## config.mk

```make
export PLATFORM = sky130hd
export DESIGN_NAME = imp_top
export DESIGN_NICKNAME = d
export VERILOG_FILES = /design/src/imp_pkg.sv /design/src/imp_top.sv
export SDC_FILE = /design/constraint.sdc
export NUM_CORES = 1
export LEC_CHECK = 0
export BUFFER_PORTS_ARGS = -buffer_cell sky130_fd_sc_hd__buf_2
export CORE_MARGIN = 2
export CORE_UTILIZATION = 30
export DETAILED_ROUTE_END_ITERATION = 8
export PLACE_DENSITY = 0.56
export SYNTH_ARGS = -nofsm -noshare
export SYNTH_HDL_FRONTEND = slang
export SYNTH_SLANG_ARGS = --single-unit
```

## constraint.sdc

```tcl
create_clock -name CLK -period 11.5 [get_ports CLK]
set_input_delay 2.3 -clock CLK [delete_from_list [all_inputs] [get_ports CLK]]
set_output_delay 2.3 -clock CLK [all_outputs]
set_load 0.005 [all_outputs]
```

## src/imp_pkg.sv

```systemverilog
package imp_pkg;
   // Line numbers on the processor interrupt vector
   localparam int IRQ_LINES        = 21;
   localparam int LN_WAKE_LP       = 0;
   localparam int LN_RADIO_GEN     = 1;
   localparam int LN_UART_A        = 2;
   localparam int LN_UART_B        = 3;
   localparam int LN_I2C           = 4;
   localparam int LN_SPI           = 5;
   localparam int LN_ADC           = 6;
   localparam int LN_KEYPAD        = 7;
   localparam int LN_RADIO_DIAG    = 8;
   localparam int LN_RF_CAL        = 9;
   localparam int LN_PIN_BASE      = 10;
   localparam int PIN_LINES        = 5;
   localparam int LN_SOFT_TIMER    = 15;
   localparam int LN_WAKE_DECODER  = 16;
   localparam int LN_PCM           = 17;
   localparam int LN_RATE_IN       = 18;
   localparam int LN_RATE_OUT      = 19;
   localparam int LN_DMA           = 20;
   localparam int DIAG_EVENTS      = 8;

   // Register byte addresses
   localparam logic [11:0] A_STATUS     = 12'h000;
   localparam logic [11:0] A_MASK       = 12'h004;
   localparam logic [11:0] A_DIAG_SEL   = 12'h008;
   localparam logic [11:0] A_TICK_CTRL  = 12'h00C;
   localparam logic [11:0] A_TICK_LOAD  = 12'h010;
   localparam logic [11:0] A_TICK_VAL   = 12'h014;
   localparam logic [11:0] A_ACTIVE     = 12'h018;
   localparam logic [11:0] A_PENDING    = 12'h01C;
   localparam logic [11:0] A_PRIO_BASE  = 12'h100;

   // Tick control fields
   localparam int TC_ENABLE  = 0;
   localparam int TC_INTEN   = 1;
   localparam int TC_CLKSEL  = 2;
   localparam int TC_FLAG    = 16;
   localparam int TICK_W     = 24;
   localparam int PRIO_W     = 8;
   localparam int PRIO_KEEP  = 2;

   // Status bits of this block
   localparam int ST_TICK    = 0;
   localparam int ST_NMI     = 1;
   localparam int ST_BITS    = 2;

   localparam logic [7:0]  PRIO_RST = 8'h00;
   localparam logic [31:0] ZERO32   = 32'h0000_0000;
   localparam int LINE_ID_W = 5;

   // Radio general request sources
   typedef struct packed {
      logic event_end;
      logic cipher_done;
      logic soft_request;
      logic other;
   } imp_radio_t;

   // Arbiter result
   typedef struct packed {
      logic                 valid;
      logic [LINE_ID_W-1:0] line;
      logic [PRIO_KEEP-1:0] level;
   } imp_pick_t;
endpackage : imp_pkg

```

## src/imp_top.sv

```systemverilog
// Implementation choices: the APB interface to the registers and the placing of the registers.
`timescale 1ns/1ps
// Operation
// - Radio line merges event-end request
// - Radio line merges cipher-done request
// - Radio line merges software request
// - Line 8 carries selected diagnostic events
// - Lines 10-14 carry debounced pin requests
// - Line 16 ORs capture, pin, decoder
// - Lines 18, 19 carry rate converter requests
// - Smaller priority value wins
// - Byte priority fields reset to zero
// - Equal priority: lowest line wins
// - Watchdog alarm drives non-maskable input
// - Select 0: tick on 1 MHz enable
// - Select 1: tick on processor clock
// - Tick select resets to reference
// - Only four priority levels compared
// - 24-bit tick counter, own exception
module imp_top
   import imp_pkg::*;
#(
   parameter int NLINES = IRQ_LINES
) (
   input  wire logic                  CLK,
   input  wire logic                  SRST,
   input  wire logic                  CE,
   input  wire logic                  PSEL,
   input  wire logic                  PENABLE,
   input  wire logic                  PWRITE,
   input  wire logic [11:0]           PADDR,
   input  wire logic [31:0]           PWDATA,
   output logic      [31:0]           PRDATA,
   output logic                       PREADY,
   output logic                       PSLVERR,
   input  wire imp_radio_t            RADIO_GEN,
   input  wire logic                  RADIO_WAKE,
   input  wire logic [DIAG_EVENTS-1:0] RADIO_DIAG_EVT,
   input  wire logic                  UART_A,
   input  wire logic                  UART_B,
   input  wire logic                  I2C,
   input  wire logic                  SPI,
   input  wire logic                  ADC,
   input  wire logic                  KEYPAD,
   input  wire logic                  RF_CAL,
   input  wire logic [PIN_LINES-1:0]  PIN_DEBOUNCED,
   input  wire logic                  SOFT_TIMER,
   input  wire logic                  WAKE_CAPTURE,
   input  wire logic                  WAKE_PIN,
   input  wire logic                  DECODER,
   input  wire logic                  PCM,
   input  wire logic                  RATE_IN,
   input  wire logic                  RATE_OUT,
   input  wire logic                  DMA,
   input  wire logic                  WATCHDOG_ALARM,
   input  wire logic                  TICK_REFERENCE_ENABLE,
   output logic      [NLINES-1:0]     IRQ_LINE,
   output imp_pick_t                  IRQ_PICK,
   output logic                       NMI,
   output logic                       TICK_EXCEPTION,
   output logic                       IRQ
);

   ////////////////////////////////////////////////////////////////////////////
   // Registers
   logic [NLINES-1:0]      irq_line_r;
   logic [NLINES-1:0]      lines_nxt;
   logic [PRIO_W-1:0]      prio_r [NLINES];
   logic [DIAG_EVENTS-1:0] radio_diag_select_r;
   logic                   tick_en_r;
   logic                   tick_inten_r;
   logic                   tick_clock_select_r;
   logic                   tick_flag_r;
   logic [TICK_W-1:0]      tick_load_r;
   logic [TICK_W-1:0]      tick_val_r;
   logic [ST_BITS-1:0]     status_r;
   logic [ST_BITS-1:0]     mask_r;
   imp_pick_t              pick_r;
   imp_pick_t              pick_nxt;
   logic                   nmi_r;
   logic                   tick_exc_r;
   logic                   irq_r;
   logic [31:0]            prdata_r;
   logic                   pready_r;
   logic                   pslverr_r;
   logic                   tick_step;
   logic                   tick_wrap;
   logic                   wr_en;
   logic                   rd_en;
   logic                   addr_ok;
   logic [31:0]            rd_nxt;

   // Decode helper shared by read mux and write logic
   function automatic logic prio_hit(input logic [11:0] a, output int idx);
      idx = int'((a - A_PRIO_BASE) >> 2);
      return (a >= A_PRIO_BASE) && (idx < NLINES) && (a[1:0] == 2'b00);
   endfunction : prio_hit

   ////////////////////////////////////////////////////////////////////////////
   // Source mapping onto numbered lines
   always_comb begin
      lines_nxt = '0;
      lines_nxt[LN_WAKE_LP] = RADIO_WAKE;
      lines_nxt[LN_RADIO_GEN] = RADIO_GEN.event_end
                              | RADIO_GEN.cipher_done
                              | RADIO_GEN.soft_request
                              | RADIO_GEN.other;
      lines_nxt[LN_UART_A] = UART_A;
      lines_nxt[LN_UART_B] = UART_B;
      lines_nxt[LN_I2C] = I2C;
      lines_nxt[LN_SPI] = SPI;
      lines_nxt[LN_ADC] = ADC;
      lines_nxt[LN_KEYPAD] = KEYPAD;
      lines_nxt[LN_RADIO_DIAG] = |(RADIO_DIAG_EVT & radio_diag_select_r);
      lines_nxt[LN_RF_CAL] = RF_CAL;
      for (int i = 0; i < PIN_LINES; i++) begin
         lines_nxt[LN_PIN_BASE + i] = PIN_DEBOUNCED[i];
      end
      lines_nxt[LN_SOFT_TIMER] = SOFT_TIMER;
      lines_nxt[LN_WAKE_DECODER] = WAKE_CAPTURE | WAKE_PIN | DECODER;
      lines_nxt[LN_PCM] = PCM;
      lines_nxt[LN_RATE_IN] = RATE_IN;
      lines_nxt[LN_RATE_OUT] = RATE_OUT;
      lines_nxt[LN_DMA] = DMA;
   end

   // Registered so the core sees glitch-free levels
   always_ff @(posedge CLK) begin
      if (SRST) begin
         irq_line_r <= '0;
      end else if (CE) begin
         irq_line_r <= lines_nxt;
      end
   end

   ////////////////////////////////////////////////////////////////////////////
   // Priority resolution over registered lines
   always_comb begin
      pick_nxt = '0;
      // Strict less-than keeps the lowest line on a tie
      for (int i = 0; i < NLINES; i++) begin
         if (irq_line_r[i] &&
             (!pick_nxt.valid ||
              prio_r[i][PRIO_W-1 -: PRIO_KEEP] < pick_nxt.level)) begin
            pick_nxt.valid = 1'b1;
            pick_nxt.line  = LINE_ID_W'(i);
            pick_nxt.level = prio_r[i][PRIO_W-1 -: PRIO_KEEP];
         end
      end
   end

   always_ff @(posedge CLK) begin
      if (SRST) begin
         pick_r <= '0;
      end else if (CE) begin
         pick_r <= pick_nxt;
      end
   end

   ////////////////////////////////////////////////////////////////////////////
   // Watchdog goes to the non-maskable input and, through status bit ST_NMI, to IRQ
   always_ff @(posedge CLK) begin
      if (SRST) begin
         nmi_r <= 1'b0;
      end else if (CE) begin
         nmi_r <= WATCHDOG_ALARM;
      end
   end

   ////////////////////////////////////////////////////////////////////////////
   // Tick counter; divided clock is the CE-qualified CLK itself
   assign tick_step = tick_en_r && (tick_clock_select_r ? 1'b1 : TICK_REFERENCE_ENABLE);
   assign tick_wrap = tick_step && (tick_val_r == '0);

   always_ff @(posedge CLK) begin
      if (SRST) begin
         tick_val_r <= '0;
      end else if (CE) begin
         if (wr_en && PADDR == A_TICK_VAL) begin
            tick_val_r <= '0;
         end else if (tick_wrap) begin
            tick_val_r <= tick_load_r;
         end else if (tick_step) begin
            tick_val_r <= tick_val_r - 1'b1;
         end
      end
   end

   // Flag clears on control read; a wrap in that cycle wins
   always_ff @(posedge CLK) begin
      if (SRST) begin
         tick_flag_r <= 1'b0;
      end else if (CE) begin
         if (tick_wrap) begin
            tick_flag_r <= 1'b1;
         end else if (rd_en && PADDR == A_TICK_CTRL) begin
            tick_flag_r <= 1'b0;
         end
      end
   end

   always_ff @(posedge CLK) begin
      if (SRST) begin
         tick_exc_r <= 1'b0;
      end else if (CE) begin
         tick_exc_r <= tick_wrap && tick_inten_r;
      end
   end

   ////////////////////////////////////////////////////////////////////////////
   // APB slave; access phase with one wait state
   assign wr_en   = PSEL && PENABLE && PWRITE && !pready_r;
   assign rd_en   = PSEL && PENABLE && !PWRITE && !pready_r;

   always_comb begin
      int k;
      k = 0;
      addr_ok = 1'b1;
      rd_nxt  = ZERO32;
      case (PADDR)
         A_STATUS:    rd_nxt = 32'(status_r);
         A_MASK:      rd_nxt = 32'(mask_r);
         A_DIAG_SEL:  rd_nxt = 32'(radio_diag_select_r);
         A_TICK_CTRL: begin
            rd_nxt[TC_ENABLE] = tick_en_r;
            rd_nxt[TC_INTEN]  = tick_inten_r;
            rd_nxt[TC_CLKSEL] = tick_clock_select_r;
            rd_nxt[TC_FLAG]   = tick_flag_r;
         end
         A_TICK_LOAD: rd_nxt = 32'(tick_load_r);
         A_TICK_VAL:  rd_nxt = 32'(tick_val_r);
         A_ACTIVE:    rd_nxt = 32'(irq_line_r);
         A_PENDING:   rd_nxt = 32'(pick_r);
         default: begin
            if (prio_hit(PADDR, k)) begin
               rd_nxt = 32'(prio_r[k]);
            end else begin
               addr_ok = 1'b0;
            end
         end
      endcase
   end

   always_ff @(posedge CLK) begin
      if (SRST) begin
         pready_r  <= 1'b0;
         prdata_r  <= '0;
         pslverr_r <= 1'b0;
      end else if (CE) begin
         pready_r  <= PSEL && PENABLE && !pready_r;
         pslverr_r <= PSEL && PENABLE && !pready_r && !addr_ok;
         if (rd_en) begin
            prdata_r <= rd_nxt;
         end
      end
   end

   // Control register writes
   always_ff @(posedge CLK) begin
      if (SRST) begin
         tick_en_r           <= 1'b0;
         tick_inten_r        <= 1'b0;
         tick_clock_select_r <= 1'b0;
         tick_load_r         <= '0;
         radio_diag_select_r <= '0;
         mask_r              <= '0;
      end else if (CE && wr_en) begin
         case (PADDR)
            A_TICK_CTRL: begin
               tick_en_r           <= PWDATA[TC_ENABLE];
               tick_inten_r        <= PWDATA[TC_INTEN];
               tick_clock_select_r <= PWDATA[TC_CLKSEL];
            end
            A_TICK_LOAD: tick_load_r <= PWDATA[TICK_W-1:0];
            A_DIAG_SEL:  radio_diag_select_r <= PWDATA[DIAG_EVENTS-1:0];
            A_MASK:      mask_r <= PWDATA[ST_BITS-1:0];
            default: ;
         endcase
      end
   end

   // Priority bytes, writable per line
   always_ff @(posedge CLK) begin
      int k;
      k = 0;
      if (SRST) begin
         for (int i = 0; i < NLINES; i++) begin
            prio_r[i] <= PRIO_RST;
         end
      end else if (CE && wr_en && prio_hit(PADDR, k)) begin
         prio_r[k] <= PWDATA[PRIO_W-1:0];
      end
   end

   ////////////////////////////////////////////////////////////////////////////
   // Sticky status, write one to clear; a new event wins
   always_ff @(posedge CLK) begin
      logic [ST_BITS-1:0] ev;
      ev = '0;
      ev[ST_TICK] = tick_wrap;
      ev[ST_NMI]  = WATCHDOG_ALARM && !nmi_r;
      if (SRST) begin
         status_r <= '0;
      end else if (CE) begin
         if (wr_en && PADDR == A_STATUS) begin
            status_r <= (status_r & ~PWDATA[ST_BITS-1:0]) | ev;
         end else begin
            status_r <= status_r | ev;
         end
      end
   end

   always_ff @(posedge CLK) begin
      if (SRST) begin
         irq_r <= 1'b0;
      end else if (CE) begin
         irq_r <= |(status_r & mask_r);
      end
   end

   ////////////////////////////////////////////////////////////////////////////
   // Outputs
   assign IRQ_LINE       = irq_line_r;
   assign IRQ_PICK       = pick_r;
   assign NMI            = nmi_r;
   assign TICK_EXCEPTION = tick_exc_r;
   assign IRQ            = irq_r;
   assign PRDATA         = prdata_r;
   assign PREADY         = pready_r;
   assign PSLVERR        = pslverr_r;

   ////////////////////////////////////////////////////////////////////////////
   // Checks
   gpio_map_a: assert property (@(posedge CLK) disable iff (SRST)
      CE |=> IRQ_LINE[LN_PIN_BASE] == $past(PIN_DEBOUNCED[0]))
      else $error("pin line 0 mismatch");
   radio_merge_a: assert property (@(posedge CLK) disable iff (SRST)
      CE && RADIO_GEN.cipher_done |=> IRQ_LINE[LN_RADIO_GEN])
      else $error("radio cipher request lost");
   radio_event_a: assert property (@(posedge CLK) disable iff (SRST)
      CE && RADIO_GEN.event_end |=> IRQ_LINE[LN_RADIO_GEN])
      else $error("radio event request lost");
   radio_soft_a: assert property (@(posedge CLK) disable iff (SRST)
      CE && RADIO_GEN.soft_request |=> IRQ_LINE[LN_RADIO_GEN])
      else $error("radio soft request lost");
   wake_comb_a: assert property (@(posedge CLK) disable iff (SRST)
      CE && DECODER |=> IRQ_LINE[LN_WAKE_DECODER])
      else $error("decoder request lost");
   rate_out_a: assert property (@(posedge CLK) disable iff (SRST)
      CE |=> IRQ_LINE[LN_RATE_OUT] == $past(RATE_OUT))
      else $error("rate output line mismatch");
   nmi_route_a: assert property (@(posedge CLK) disable iff (SRST)
      CE && WATCHDOG_ALARM |=> NMI)
      else $error("watchdog not on nmi");
   pick_tie_a: assert property (@(posedge CLK) disable iff (SRST)
      CE && irq_line_r[0] && irq_line_r[1] && prio_r[0] == prio_r[1] |=> IRQ_PICK.line != LINE_ID_W'(1))
      else $error("tie not won by lowest line");
   tick_ref_a: assert property (@(posedge CLK) disable iff (SRST)
      CE && tick_en_r && !tick_clock_select_r && !TICK_REFERENCE_ENABLE && !wr_en |=> $stable(tick_val_r))
      else $error("tick moved without reference enable");

   tick_wrap_c: cover property (@(posedge CLK) disable iff (SRST) tick_wrap);
   pick_valid_c: cover property (@(posedge CLK) disable iff (SRST) pick_r.valid && pick_r.line == LINE_ID_W'(LN_DMA));
   irq_out_c: cover property (@(posedge CLK) disable iff (SRST) $rose(irq_r));
endmodule : imp_top

```

---- After elaboration in Yosys (flattened, before gate mapping) ----
Memory sizes are Yosys's and may differ from the RTL's.
Index checks and enable logic that the tools add are counted.
operators by class
  $lt $le $gt $ge ......................... 22
  bitwise operators ....................... 11
  add/sub/neg operators ................... 2
  multiplexer cells ....................... 43
  equal/unequal tests ..................... 7
  reduce and logical (&&, ||, !) cells .... 101
operators with widths
  kind                                                                                  count
  8-bit two-way mux                                                                     23
  13-bit one-hot mux with 6 select lines                                                1
  24-bit two-way mux                                                                    3
  15-bit one-hot mux with 4 select lines                                                1
  12-bit by 5-bit equality test with 1-bit output, second input constant                4
  2-bit less-than comparator                                                            20
  1-bit logical AND                                                                     38
  30-bit by 5-bit less-than comparator with 1-bit output, second input constant         1
  12-bit by 4-bit equality test with 1-bit output, second input constant                2
  1-bit zero test                                                                       24
  24-bit zero test                                                                      1
  3-bit one-hot mux with 8 select lines                                                 1
  8-bit OR reduction                                                                    3
  24-bit by 1-bit subtractor with 24-bit output, second input constant                  1
  1-bit logical OR                                                                      20
  2-bit AND reduction                                                                   7
  12-bit by 9-bit subtractor with 13-bit output, second input constant                  1
  12-bit by 3-bit equality test with 1-bit output, second input constant                1
  12-bit by 9-bit greater-or-equal comparator with 1-bit output, second input constant  1
  12-bit zero test                                                                      1
  1-bit two-way mux                                                                     11
  8-bit AND                                                                             1
  5-bit two-way mux                                                                     1
  1-bit bitwise OR                                                                      5
  other kinds (12)                                                                      14
storage, ports and cells
  RAM bits ................................ 168
  output and inout port bits .............. 66
  memories kept ........................... 1
  word-level logic and storage cells ...... 206
  register bits ........................... 130
  bits of input ports ..................... 85
memories
  memory  words  width  rd ports  clocked after Yosys merged registers in  write ports  RTL line       text
  prio_r  21     8      22        0                                        21           imp_top.sv:68  logic [PRIO_W-1:0] prio_r [NLINES];

---- Logic depth before layout (Yosys ltp) ----
Gate-level depths: netlist of run 1.
An unclocked memory read counts as a cell.
  depth in word-level cells ............... 82
  mapped depth ............................ 28
  depth with buffers taken out ............ 27

---- Least setup slack after synthesis of run 1 ----
OpenSTA, ideal clock, no wires.
  kind .................................... flip-flop to flip-flop
  from .................................... register irq_line_r[0] (netlist: IRQ_LINE[0])
  to ...................................... register pick_r, in the netlist IRQ_PICK[5]
  required time ........................... 11383 ps
  cell stages (with the launch flop) ...... 27
  library setup time ...................... 117 ps
  arrival time ............................ 6225 ps
  path buffers ............................ 1
  setup slack ............................. 5159 ps
  period minus slack after synthesis ...... 6341 ps
  cells stage by stage .................... dfxtp_1 buf_4 nand2_1 ha_1 nand2b_4 a21o_1 a311oi_4 o211ai_1 a22o_4 nor2_4 o311ai_2 a311o_1 a21bo_1 a31oi_4 o21ai_2 o21ai_2 a21oi_1 a211o_1 ha_1 nor3b_1 a21oi_2 mux2_4 ha_1 or4b_2 o21a_1 and3_1 a22o_1
on the way
  cells in the longest elaborated chain, start to end .. 81
  elaborated cells between the ends (all ways) .. 101
  those cells by class .................... 20 x order compare; 21 x mux; 60 x reduce/logical
RTL lines
  item                                                                  RTL line                        text
  start: declaration                                                    imp_top.sv:66                   logic [NLINES-1:0] irq_line_r;
  start signal: assignment                                              imp_top.sv:132                  irq_line_r <= lines_nxt;
  8-bit two-way mux *                                                   imp_top.sv:142                  if (irq_line_r[i] &&
  2-bit less-than comparator / 1-bit zero test (equally long branches)  imp_top.sv:144, imp_top.sv:143
  1-bit logical OR                                                      imp_top.sv:143                  (!pick_nxt.valid ||
  1-bit logical AND                                                     imp_top.sv:142
  8-bit two-way mux *                                                   imp_top.sv:142
  2-bit less-than comparator / 1-bit zero test (equally long branches)  imp_top.sv:144, imp_top.sv:143
  1-bit logical OR                                                      imp_top.sv:143
  1-bit logical AND                                                     imp_top.sv:142
  (+65 left out)                                                        --
  2-bit less-than comparator / 1-bit zero test (equally long branches)  imp_top.sv:144, imp_top.sv:143
  1-bit logical OR                                                      imp_top.sv:143
  1-bit logical AND                                                     imp_top.sv:142
  8-bit two-way mux *                                                   imp_top.sv:142
  2-bit less-than comparator / 1-bit zero test (equally long branches)  imp_top.sv:144, imp_top.sv:143
  1-bit logical OR                                                      imp_top.sv:143
  1-bit logical AND                                                     imp_top.sv:142
  8-bit two-way mux *                                                   imp_top.sv:142
  end signal: assignment                                                imp_top.sv:156                  pick_r <= pick_nxt;
  end: declaration                                                      imp_top.sv:78                   imp_pick_t pick_r;
Every way passes the cells marked *; elsewhere a longest branch is shown, timed or not.
A chain may end at the register's enable or synchronous reset.

---- Worst setup path after layout of run 1 ----
Same ends and word-level chain as after synthesis.

==> results of run 1 <==
## placed cells by master, fill, tap and decap left out, types with 11 or more instances in the layout
cell,Yosys,layout
edfxtp_1,228,228
nand2_1,172,172
nor2_1,151,150
and2_1,136,136
buf_2,3,131
dfxtp_1,122,122
o21ai_0,115,115
a21oi_1,105,105
conb_1,1,68
nor3_1,64,64
mux4_2,62,62
mux2i_1,61,61
clkbuf_16,0,43
buf_4,10,40
nand3_1,38,38
inv_1,36,36
a22oi_1,19,19
o211ai_1,18,18
nor2b_1,15,15
nand2b_1,14,14
a211oi_1,13,13
or3_1,12,12
a31oi_1,11,11
## registers in the layout (all words and copies together), names as in the netlist
name / flops
tick_flag_r: 1
TICK_EXCEPTION: 1
NMI: 1
tick_en_r: 1
IRQ: 1
radio_diag_select_r: 8
IRQ_LINE: 21
PREADY: 1
mask_r: 2
PSLVERR: 1
IRQ_PICK: 8
status_r: 2
tick_clock_select_r: 1
tick_val_r: 24
tick_inten_r: 1
PRDATA: 24
tick_load_r: 24
prio_r: 228
## cells in the mapped netlist (19+ instances only)
master	count
nor3_1	64
mux2i_1	61
nor2_1	151
dfxtp_1	122
clkbuf_1	89
nand3_1	38
and2_1	136
a22oi_1	19
edfxtp_1	228
o21ai_0	115
nand2_1	172
a21oi_1	105
inv_1	36
mux4_2	62
## cells by family (layout without fill, tap and decap cells)
kind of cell               Yosys count  in the layout  share of synthesized area, %
other                                1             68                        0.0207
DFF                                350            350                          51.2
muxes                              127            127                          11.3
xor gates and xnor gates             6              6                         0.290
adders and majority gates            6              6                         0.400
buffers and inverters              157            283                          3.61
AOI/OAI and AO/OA                  398            398                          14.7
and+or+nand+nor                    666            666                          18.4
## where the power goes
group	total [mW]	switching (mW)	internal, mW
sequential	1.44	0.0486	1.40
combinational	0.349	0.209	0.140
clock	1.35	0.537	0.813
## metal layers
layer / up-vias / routed length, um
met5: - / 48
met4: 8 / 1140
met3: 81 / 3830
met2: 505 / 27500
met1: 7167 / 23900
li1: 6605 / -
## worst paths after layout
path                             startpoint           to  slack [ps]  cells past startpoint
worst max-delay path            IRQ_LINE[0]  IRQ_PICK[5]        4060                     25
worst min-delay path             PRDATA[21]   PRDATA[21]         450                      2
worst max register to register  IRQ_LINE[0]  IRQ_PICK[5]        4060                     25
worst min register to register   PRDATA[21]   PRDATA[21]         450                      2
## worst max-delay path, stage by stage (launching register included)
cell      delay [ps]
dfxtp_1          790
nand2_1          220
ha_1             280
nand2b_4         160
a21o_1           230
a311oi_4         480
a21oi_1          220
nand3b_4         200
a31oi_1          220
o311ai_2         170
a311o_1          350
a21bo_1          230
a31oi_4          320
o21ai_2          140
o21ai_2          230
a21oi_1          100
a211o_1          280
ha_1             220
nor3b_1          500
a21oi_2          160
mux2_4           340
ha_1             200
or4b_2           630
o21a_1           280
and3_1           180
a22o_1           180
## metrics by stage
| step | setup slack, ps | area (um2) | instances | utilization, % |
|---|---|---|---|---|
| finish | 4060 | 21200 | 2686 | 35.3 |
| global placement | 4300 | 19800 | 2611 | 33.0 |
| global route | 3560 | 21200 | 2686 | 35.3 |
| floorplan | 5160 | 18400 | 1778 | - |
| detailed placement | 4120 | 19800 | 2611 | 33.0 |
| CTS | 4080 | 21200 | 2686 | 35.3 |
## cell type report
type,instances,share of cell area [%]
tap,782,4.61
timing repair buffer,171,4.51
inverter,37,0.655
clock buffer,54,5.36
multi-input combinational,1271,39.9
sequential,350,43.8
clock inverter,21,1.20
==> out/metrics.csv, run 1 <==
stage;metric;value;unit
synth;synthesized area;18100;um2
timing;setup_tns;0;ps
final_layout;filler cell count in the final layout;5946;
final_layout;Sequential cell area;9290;um2
synth;largest cells by area after synthesis;edfxtp_1 38%, dfxtp_1 13%, mux4_2 7.7%;
run;max-capacitance violation count;0;
grt;grt total ovfl;0;
power_and_ir_drop;Pwr per Cell Area;148;nW/um2
detailed_routing;final wirelength;56400;um
detailed_routing;First-pass DRT Iterations;6;
cts;clock sinks;350;
floorplan;IO Pins;151;
cts;CTS tree;built;
detailed_routing;vias post-DR;14400;
timing;Peak Freq;134;MHz
grt;Total GRT Usage;17.7;%
grt;GR Util met3;3.22;%
cts;CTS Hold Buffers Added;0;
placed_design;dpl hpwl;39400;um
final_layout;share of layout cells above drive strength 1;18.9;%
floorplan;FP Rows;90;
synth;register bit count reported by yosys;350;
final_layout;final net count;1962;
cts;clock slew at reported path FFs;60;ps
worst_setup_path;CP arrival;7900;ps
floorplan;Die ar.;62500;um2
grt;initial antenna violation count;4;
timing;final slew viol count;0;
timing;Least-Margin Pin Slew;1170;ps
synth;Main synth FF type;edfxtp_1;
synth;Gate Count Post-Synth;1711;
timing;hold slack;454;ps
final_layout;area grow syn2layout;16.9;%
timing;Slew Limit Headroom;21.8;%
timing;Clock Skews;39.1;ps
timing;RSZ-0062 raised after global routing;false;
detailed_routing;DRC violations left;0;
grt;first-pass GRT wire length;85600;um
cts;CTS resizes;0;
timing;Tmin final;7440;ps
timing;Fin. Hold Viols;0;
floorplan;core area;60000;um2
grt;vias in the first global route;13900;
cts;clk root buf;clkbuf_16;
synth;post-synth top area share;37.7;%
detailed_routing;WL/cell;21.0;um
timing;Tcrit/Tclk final;64.7;%
grt;met2 usage;30.4;%
grt;largest net degree at the start of global routing;78;
worst_setup_path;Worst Path Max Fanout;15;
worst_hold_path;Min-Delay Path Class;reg2reg;
power_and_ir_drop;Pleak;7.66;nW
synth;distinct cell type count of the synthesized netlist;106;
detailed_routing;Routed Antenna Nets;0;
synth;cell accounting for the most synthesized area;edfxtp_1;
placed_design;Final GP Congestion;0.946;
detailed_routing;Vias/cell;5.35;
worst_setup_path;Req. time, crit path;11960;ps
cts;worst-case clock buffer depth;3;
worst_setup_path;critical path type;reg2reg;
floorplan;die extent in y;250;um
worst_setup_path;Worst setup SP type;register;
final_layout;# diodes;0;
run_status;status;finished, final reports clean;
placed_design;number of I/O port buffers;134;
synth;warnings from Yosys;0;
cts;clk_lat worst skew;570;ps
cts;Setup Fix Bufs, Post-CTS;0;
grt;GR peak layer;met2;
power_and_ir_drop;Pwr Total;3.14;mW
worst_setup_path;critical path capture point type;register;
synth;ys async rst share;0;%
cts;CTS H-tree lvls;2;
grt;met1 Usage GRT;23.2;%
synth;Syn Area/Cell;10.6;um2
detailed_routing;initial DRC count;1312;
floorplan;Initial Util;30.2;%
power_and_ir_drop;VDD IR max;85.5;uV
final_layout;area of the multi-input gates;8460;um2
timing;Setup-failing EPs final;0;
cts;CTS buffer count;41;
synth;sequential share of the synthesized area;51.2;%
synth;Post-synth EDFFs;228;
floorplan;die width;250;um
No activity file was read; power rests on OpenSTA's default activity.
==> run 2: changes to the inputs <==
--- a/config.mk
+++ b/config.mk
@@ -5,11 +5,12 @@
 export SDC_FILE = /design/constraint.sdc
 export NUM_CORES = 1
 export LEC_CHECK = 0
+export ABC_AREA = 1
 export BUFFER_PORTS_ARGS = -buffer_cell sky130_fd_sc_hd__buf_2
 export CORE_MARGIN = 2
 export CORE_UTILIZATION = 30
 export DETAILED_ROUTE_END_ITERATION = 8
-export PLACE_DENSITY = 0.56
+export PLACE_DENSITY = 0.57
 export SYNTH_ARGS = -nofsm -noshare
 export SYNTH_HDL_FRONTEND = slang
 export SYNTH_SLANG_ARGS = --single-unit
==> constraint.sdc (replaced) <==
create_clock -name CLK -period 6.7 [get_ports CLK]
set_input_delay 1.34 -clock CLK [delete_from_list [all_inputs] [get_ports CLK]]
set_output_delay 1.34 -clock CLK [all_outputs]
set_load 0.005 [all_outputs]
==> run 2 against run 1 <==
The run now ends with negative setup slack left. Clock power rose by 65%. Global-route usage rose by 2.0 points. Via count rose by 11%. First-iteration DRC count rose by 3.0%. Worst setup slack got worse by 8600 ps. Flip-flop and latch count rose by 12. Fmax fell by 34%. Die area fell by 4.5%. Clock skew fell by 16 ps.
==> out/metrics.csv, run 2 <==
stage;metric;value;unit;change
synth;post-synthesis compound-gate area fraction;14.9;%;+0.11 points
detailed_routing;Top Metal Used;met4;;
grt;first-pass GRT wire length;90300;um;+5.5%
worst_setup_path;critical path capture point type;register;;
detailed_routing;wire length on met3;3790;um;-1.1%
grt;initial antenna violation count;4;;unchanged
detailed_routing;WL/cell;19.3;um;-8.3%
cts;clock slew at reported path FFs;60;ps;about the same
power_and_ir_drop;Gate power share;18.7;%;+7.6 points
timing;setup_tns;-31460;ps;-31460 ps
run;max-capacitance violation count;0;;unchanged
worst_setup_path;path depth of the worst reg2reg path;125;;+400%
detailed_routing;vias post-DR;16000;;+11%
detailed_routing;initial DRC count;1351;;+3.0%
synth;mux share of post-synthesis cell area;0;%;-11 points
grt;grt total ovfl;0;;unchanged
detailed_routing;First-pass DRT Iterations;5;;-1
synth;post-synth top area share;41.6;%;+3.9 points
synth;Post-synth EDFFs;240;;+5.3%
final_layout;share of layout cells above drive strength 1;22.5;%;+3.6 points
final_layout;Design Area, Final;22200;um2;+4.6%
detailed_routing;Routed Antenna Nets;0;;unchanged
power_and_ir_drop;Pwr Total;5.84;mW;+86%
synth;XOR/XNOR Fraction of Synth Area;0.556;%;+0.27 points
power_and_ir_drop;VDD IR max;160;uV;+88%
synth;synthesized area;17300;um2;-4.5%
synth;sequential share of the synthesized area;55.7;%;+4.5 points
worst_hold_path;Min-Delay Path Class;reg2reg;;
synth;distinct cell type count of the synthesized netlist;44;;-58%
worst_setup_path;CP most frequent cell;nand2_2;;
placed_design;number of I/O port buffers;134;;unchanged
timing;setup ws final;-4550;ps;-8610 ps
worst_setup_path;Worst Path Max Fanout;7;;-8
synth;Post-synth top cells;337 x nand2_1, 300 x nor2_1, 240 x edfxtp_1;;
power_and_ir_drop;Pwr per Cell Area;263;nW/um2;+78%
grt;Total GRT Usage;19.7;%;+2.0 points
synth;cell accounting for the most synthesized area;edfxtp_1;;
synth;largest cells by area after synthesis;edfxtp_1 42%, dfxtp_1 14%, nand2_1 7.3%;;
power_and_ir_drop;Sequential Power Share;43.2;%;-2.8 points
timing;Tcrit/Tclk final;168;%;+100 points
detailed_routing;WL met2;28700;um;+4.3%
cts;clk root buf;clkbuf_16;;
floorplan;core area;57400;um2;-4.4%
worst_setup_path;critical path type;reg2reg;;
timing;Tmin final;11250;ps;+3810 ps
run_status;failing checks;negative setup slack;;
timing;Setup-failing EPs final;7;;+7
detailed_routing;final wirelength;61100;um;+8.4%
worst_hold_path;Worst Min Path Start;PRDATA[14];;
timing;Least-Margin Pin Slew;1110;ps;-60.1 ps
timing;Clock Skews;23.3;ps;-15.8 ps
final_layout;final net count;2461;;+25%
synth;main combinational cell family by area after synthesis;simple AND/OR/NAND/NOR gates;;
timing;Peak Freq;88.9;MHz;-34%
worst_setup_path;Worst path max stage delay;400;ps;-390 ps
worst_setup_path;Req. time, crit path;7190;ps;-4770 ps
synth;Synth Area in Adders;0.361;%;-0.039 points
detailed_routing;DRC violations left;0;;unchanged
synth;most frequent cell after synthesis;nand2_1;;
placed_design;dpl hpwl;41800;um;+6.2%
timing;RSZ-0062 raised after global routing;true;;
synth;Main synth FF type;edfxtp_1;;
cts;clock sinks;362;;+3.4%
floorplan;die width;244;um;-2.3%
worst_setup_path;r2r setup slk;-4550;ps;-8610 ps
final_layout;area grow syn2layout;28.1;%;
cts;CTS buffer count;41;;unchanged
worst_setup_path;R2R Path Start;prio_r[0][7];;
final_layout;Top reg by flops;prio_r;;
worst_hold_path;worst hold stages;2;;unchanged
synth;warnings from Yosys;0;;unchanged
worst_hold_path;Hold Crit Endpoint;PRDATA[14];;
grt;vias in the first global route;15400;;+11%
worst_setup_path;Worst setup SP type;register;;
cts;CTS tree;built;;
floorplan;die extent in y;244;um;-2.3%
detailed_routing;wire length on met1;26400;um;+11%
worst_setup_path;Top delay family on crit path;simple AND/OR/NAND/NOR gates;;
synth;Syn Area/Cell;8.71;um2;-18%
synth;ys async rst share;0;%;unchanged
synth;Gate Count Post-Synth;1988;;+16%
timing;final slew viol count;0;;unchanged
worst_setup_path;worst path bufs/invs;0;;unchanged
floorplan;Initial Util;30.2;%;-0.032 points
power_and_ir_drop;clock network power share;38.1;%;-4.9 points
power_and_ir_drop;Pleak;9.32;nW;+22%
synth;Post-Synth Simple-Gate Area;21.5;%;+3.1 points
worst_setup_path;FF-to-FF End;IRQ_PICK[1];;
timing;hold slack;464;ps;+9.94 ps
timing;Fin. Hold Viols;0;;unchanged
placed_design;Area after DPL;20000;um2;+0.78%
power_and_ir_drop;Psw;1.61;mW;+100%
cts;clk_lat worst skew;570;ps;about the same
run_status;status;finished, violations left;;
synth;register bit count reported by yosys;362;;+3.4%
final_layout;most frequent cells in the layout;295 x nand2_1, 295 x nor2_1, 240 x edfxtp_1;;
cts;CTS H-tree lvls;2;;unchanged
final_layout;max reg flops;240;;+5.3%
timing;Slew Limit Headroom;25.8;%;+3.9 points
worst_setup_path;Slowest-stage cell, CP;edfxtp_1;;
worst_setup_path;CP arrival;11740;ps;+3840 ps
cts;worst-case clock buffer depth;3;;unchanged
power_and_ir_drop;Switching Fraction;27.6;%;+2.3 points
detailed_routing;Vias/cell;5.04;;-5.7%
floorplan;IO Pins;151;;unchanged
grt;largest net degree at the start of global routing;84;;+7.7%
floorplan;FP Rows;88;;-2.2%
floorplan;Die ar.;59700;um2;-4.5%
placed_design;Final GP Congestion;0.895;;-5.4%
power_and_ir_drop;Int Pwr;4.23;mW;+80%
## run 2: cell count changes after synthesis, moves of 82 or more
cell     previous run  this run
and2_1            136         0
inv_1              36       209
nand2_1           172       337
nand3_1            38       120
nor2_1            151       300
o22ai_1             8       108
## run 2: layer usage
metal  up-vias  GRT usage [%]
li1       7563              -
met1      7749           26.4
met2       557           32.2
met3       126           2.57
met4         0           8.05
met5         -              0
## run 2: timing repair
action,in CTS,in global routing
hold buffers,0,0
pin swaps,0,59
gates resized for setup,4,65
endpoints found under the hold margin,0,0
buffers inserted,58,28
gates cloned,0,0
endpoints found under the setup margin,7,7
## run 2: kinds of logic (layout without fill, tap and decap cells)
group,Yosys count,after routing
simple gates,871,871
fa+ha+maj,5,5
other cells,1,84
compound gates,426,426
buf+inv,312,648
flops,362,362
xor+xnor,11,11
## run 2: stage by stage
step | cells | utilization [%] | worst slack, ps
after floorplan | 2067 | - | -2850
after global placement | 3007 | 34.8 | -3380
after detailed placement | 3007 | 34.8 | -4020
after CTS | 3140 | 37.9 | -4040
after global routing | 3169 | 38.7 | -5510
final | 3172 | 38.7 | -4550
## run 2: layout make-up
class / count / area, um2
antenna: 4 / 10.0
fill: 5796 / 35200
multi-input combinational: 1393 / 7070
timing repair buffer: 358 / 2380
sequential: 362 / 9650
tap: 765 / 957
inverter: 215 / 807
clock inverter: 14 / 174
clock buffer: 61 / 1140
## run 2: worst max path at each step
stage,from,endpoint,slack (ps),depth (start not counted)
detailed placement,prio_r[0][7],IRQ_PICK[1],-4020,126
global route,prio_r[0][7],IRQ_PICK[1],-5510,125
global placement,prio_r[0][7],IRQ_PICK[1],-3380,126
floorplan,prio_r[1][7],IRQ_PICK[6],-2850,124
CTS,prio_r[0][7],IRQ_PICK[1],-4040,126
finish,prio_r[0][7],IRQ_PICK[1],-4550,125
## run 2: power groups by stage
stage          Clock [mW]  Combinational [mW]  Sequential [mW]
3_5_place_dp            0               0.855             2.57
3_3_place_gp            0               0.834             2.56
2_1_floorplan           0               0.500             2.55
4_1_cts              2.26               0.911             2.52
5_1_grt              2.35                1.18             2.53
6_report             2.23                1.09             2.52
## run 2: worst min-delay path, stage by stage, from the launching register on
cell and delay (ps):
dfxtp_1 300, nand2_1 60, a21oi_1 50
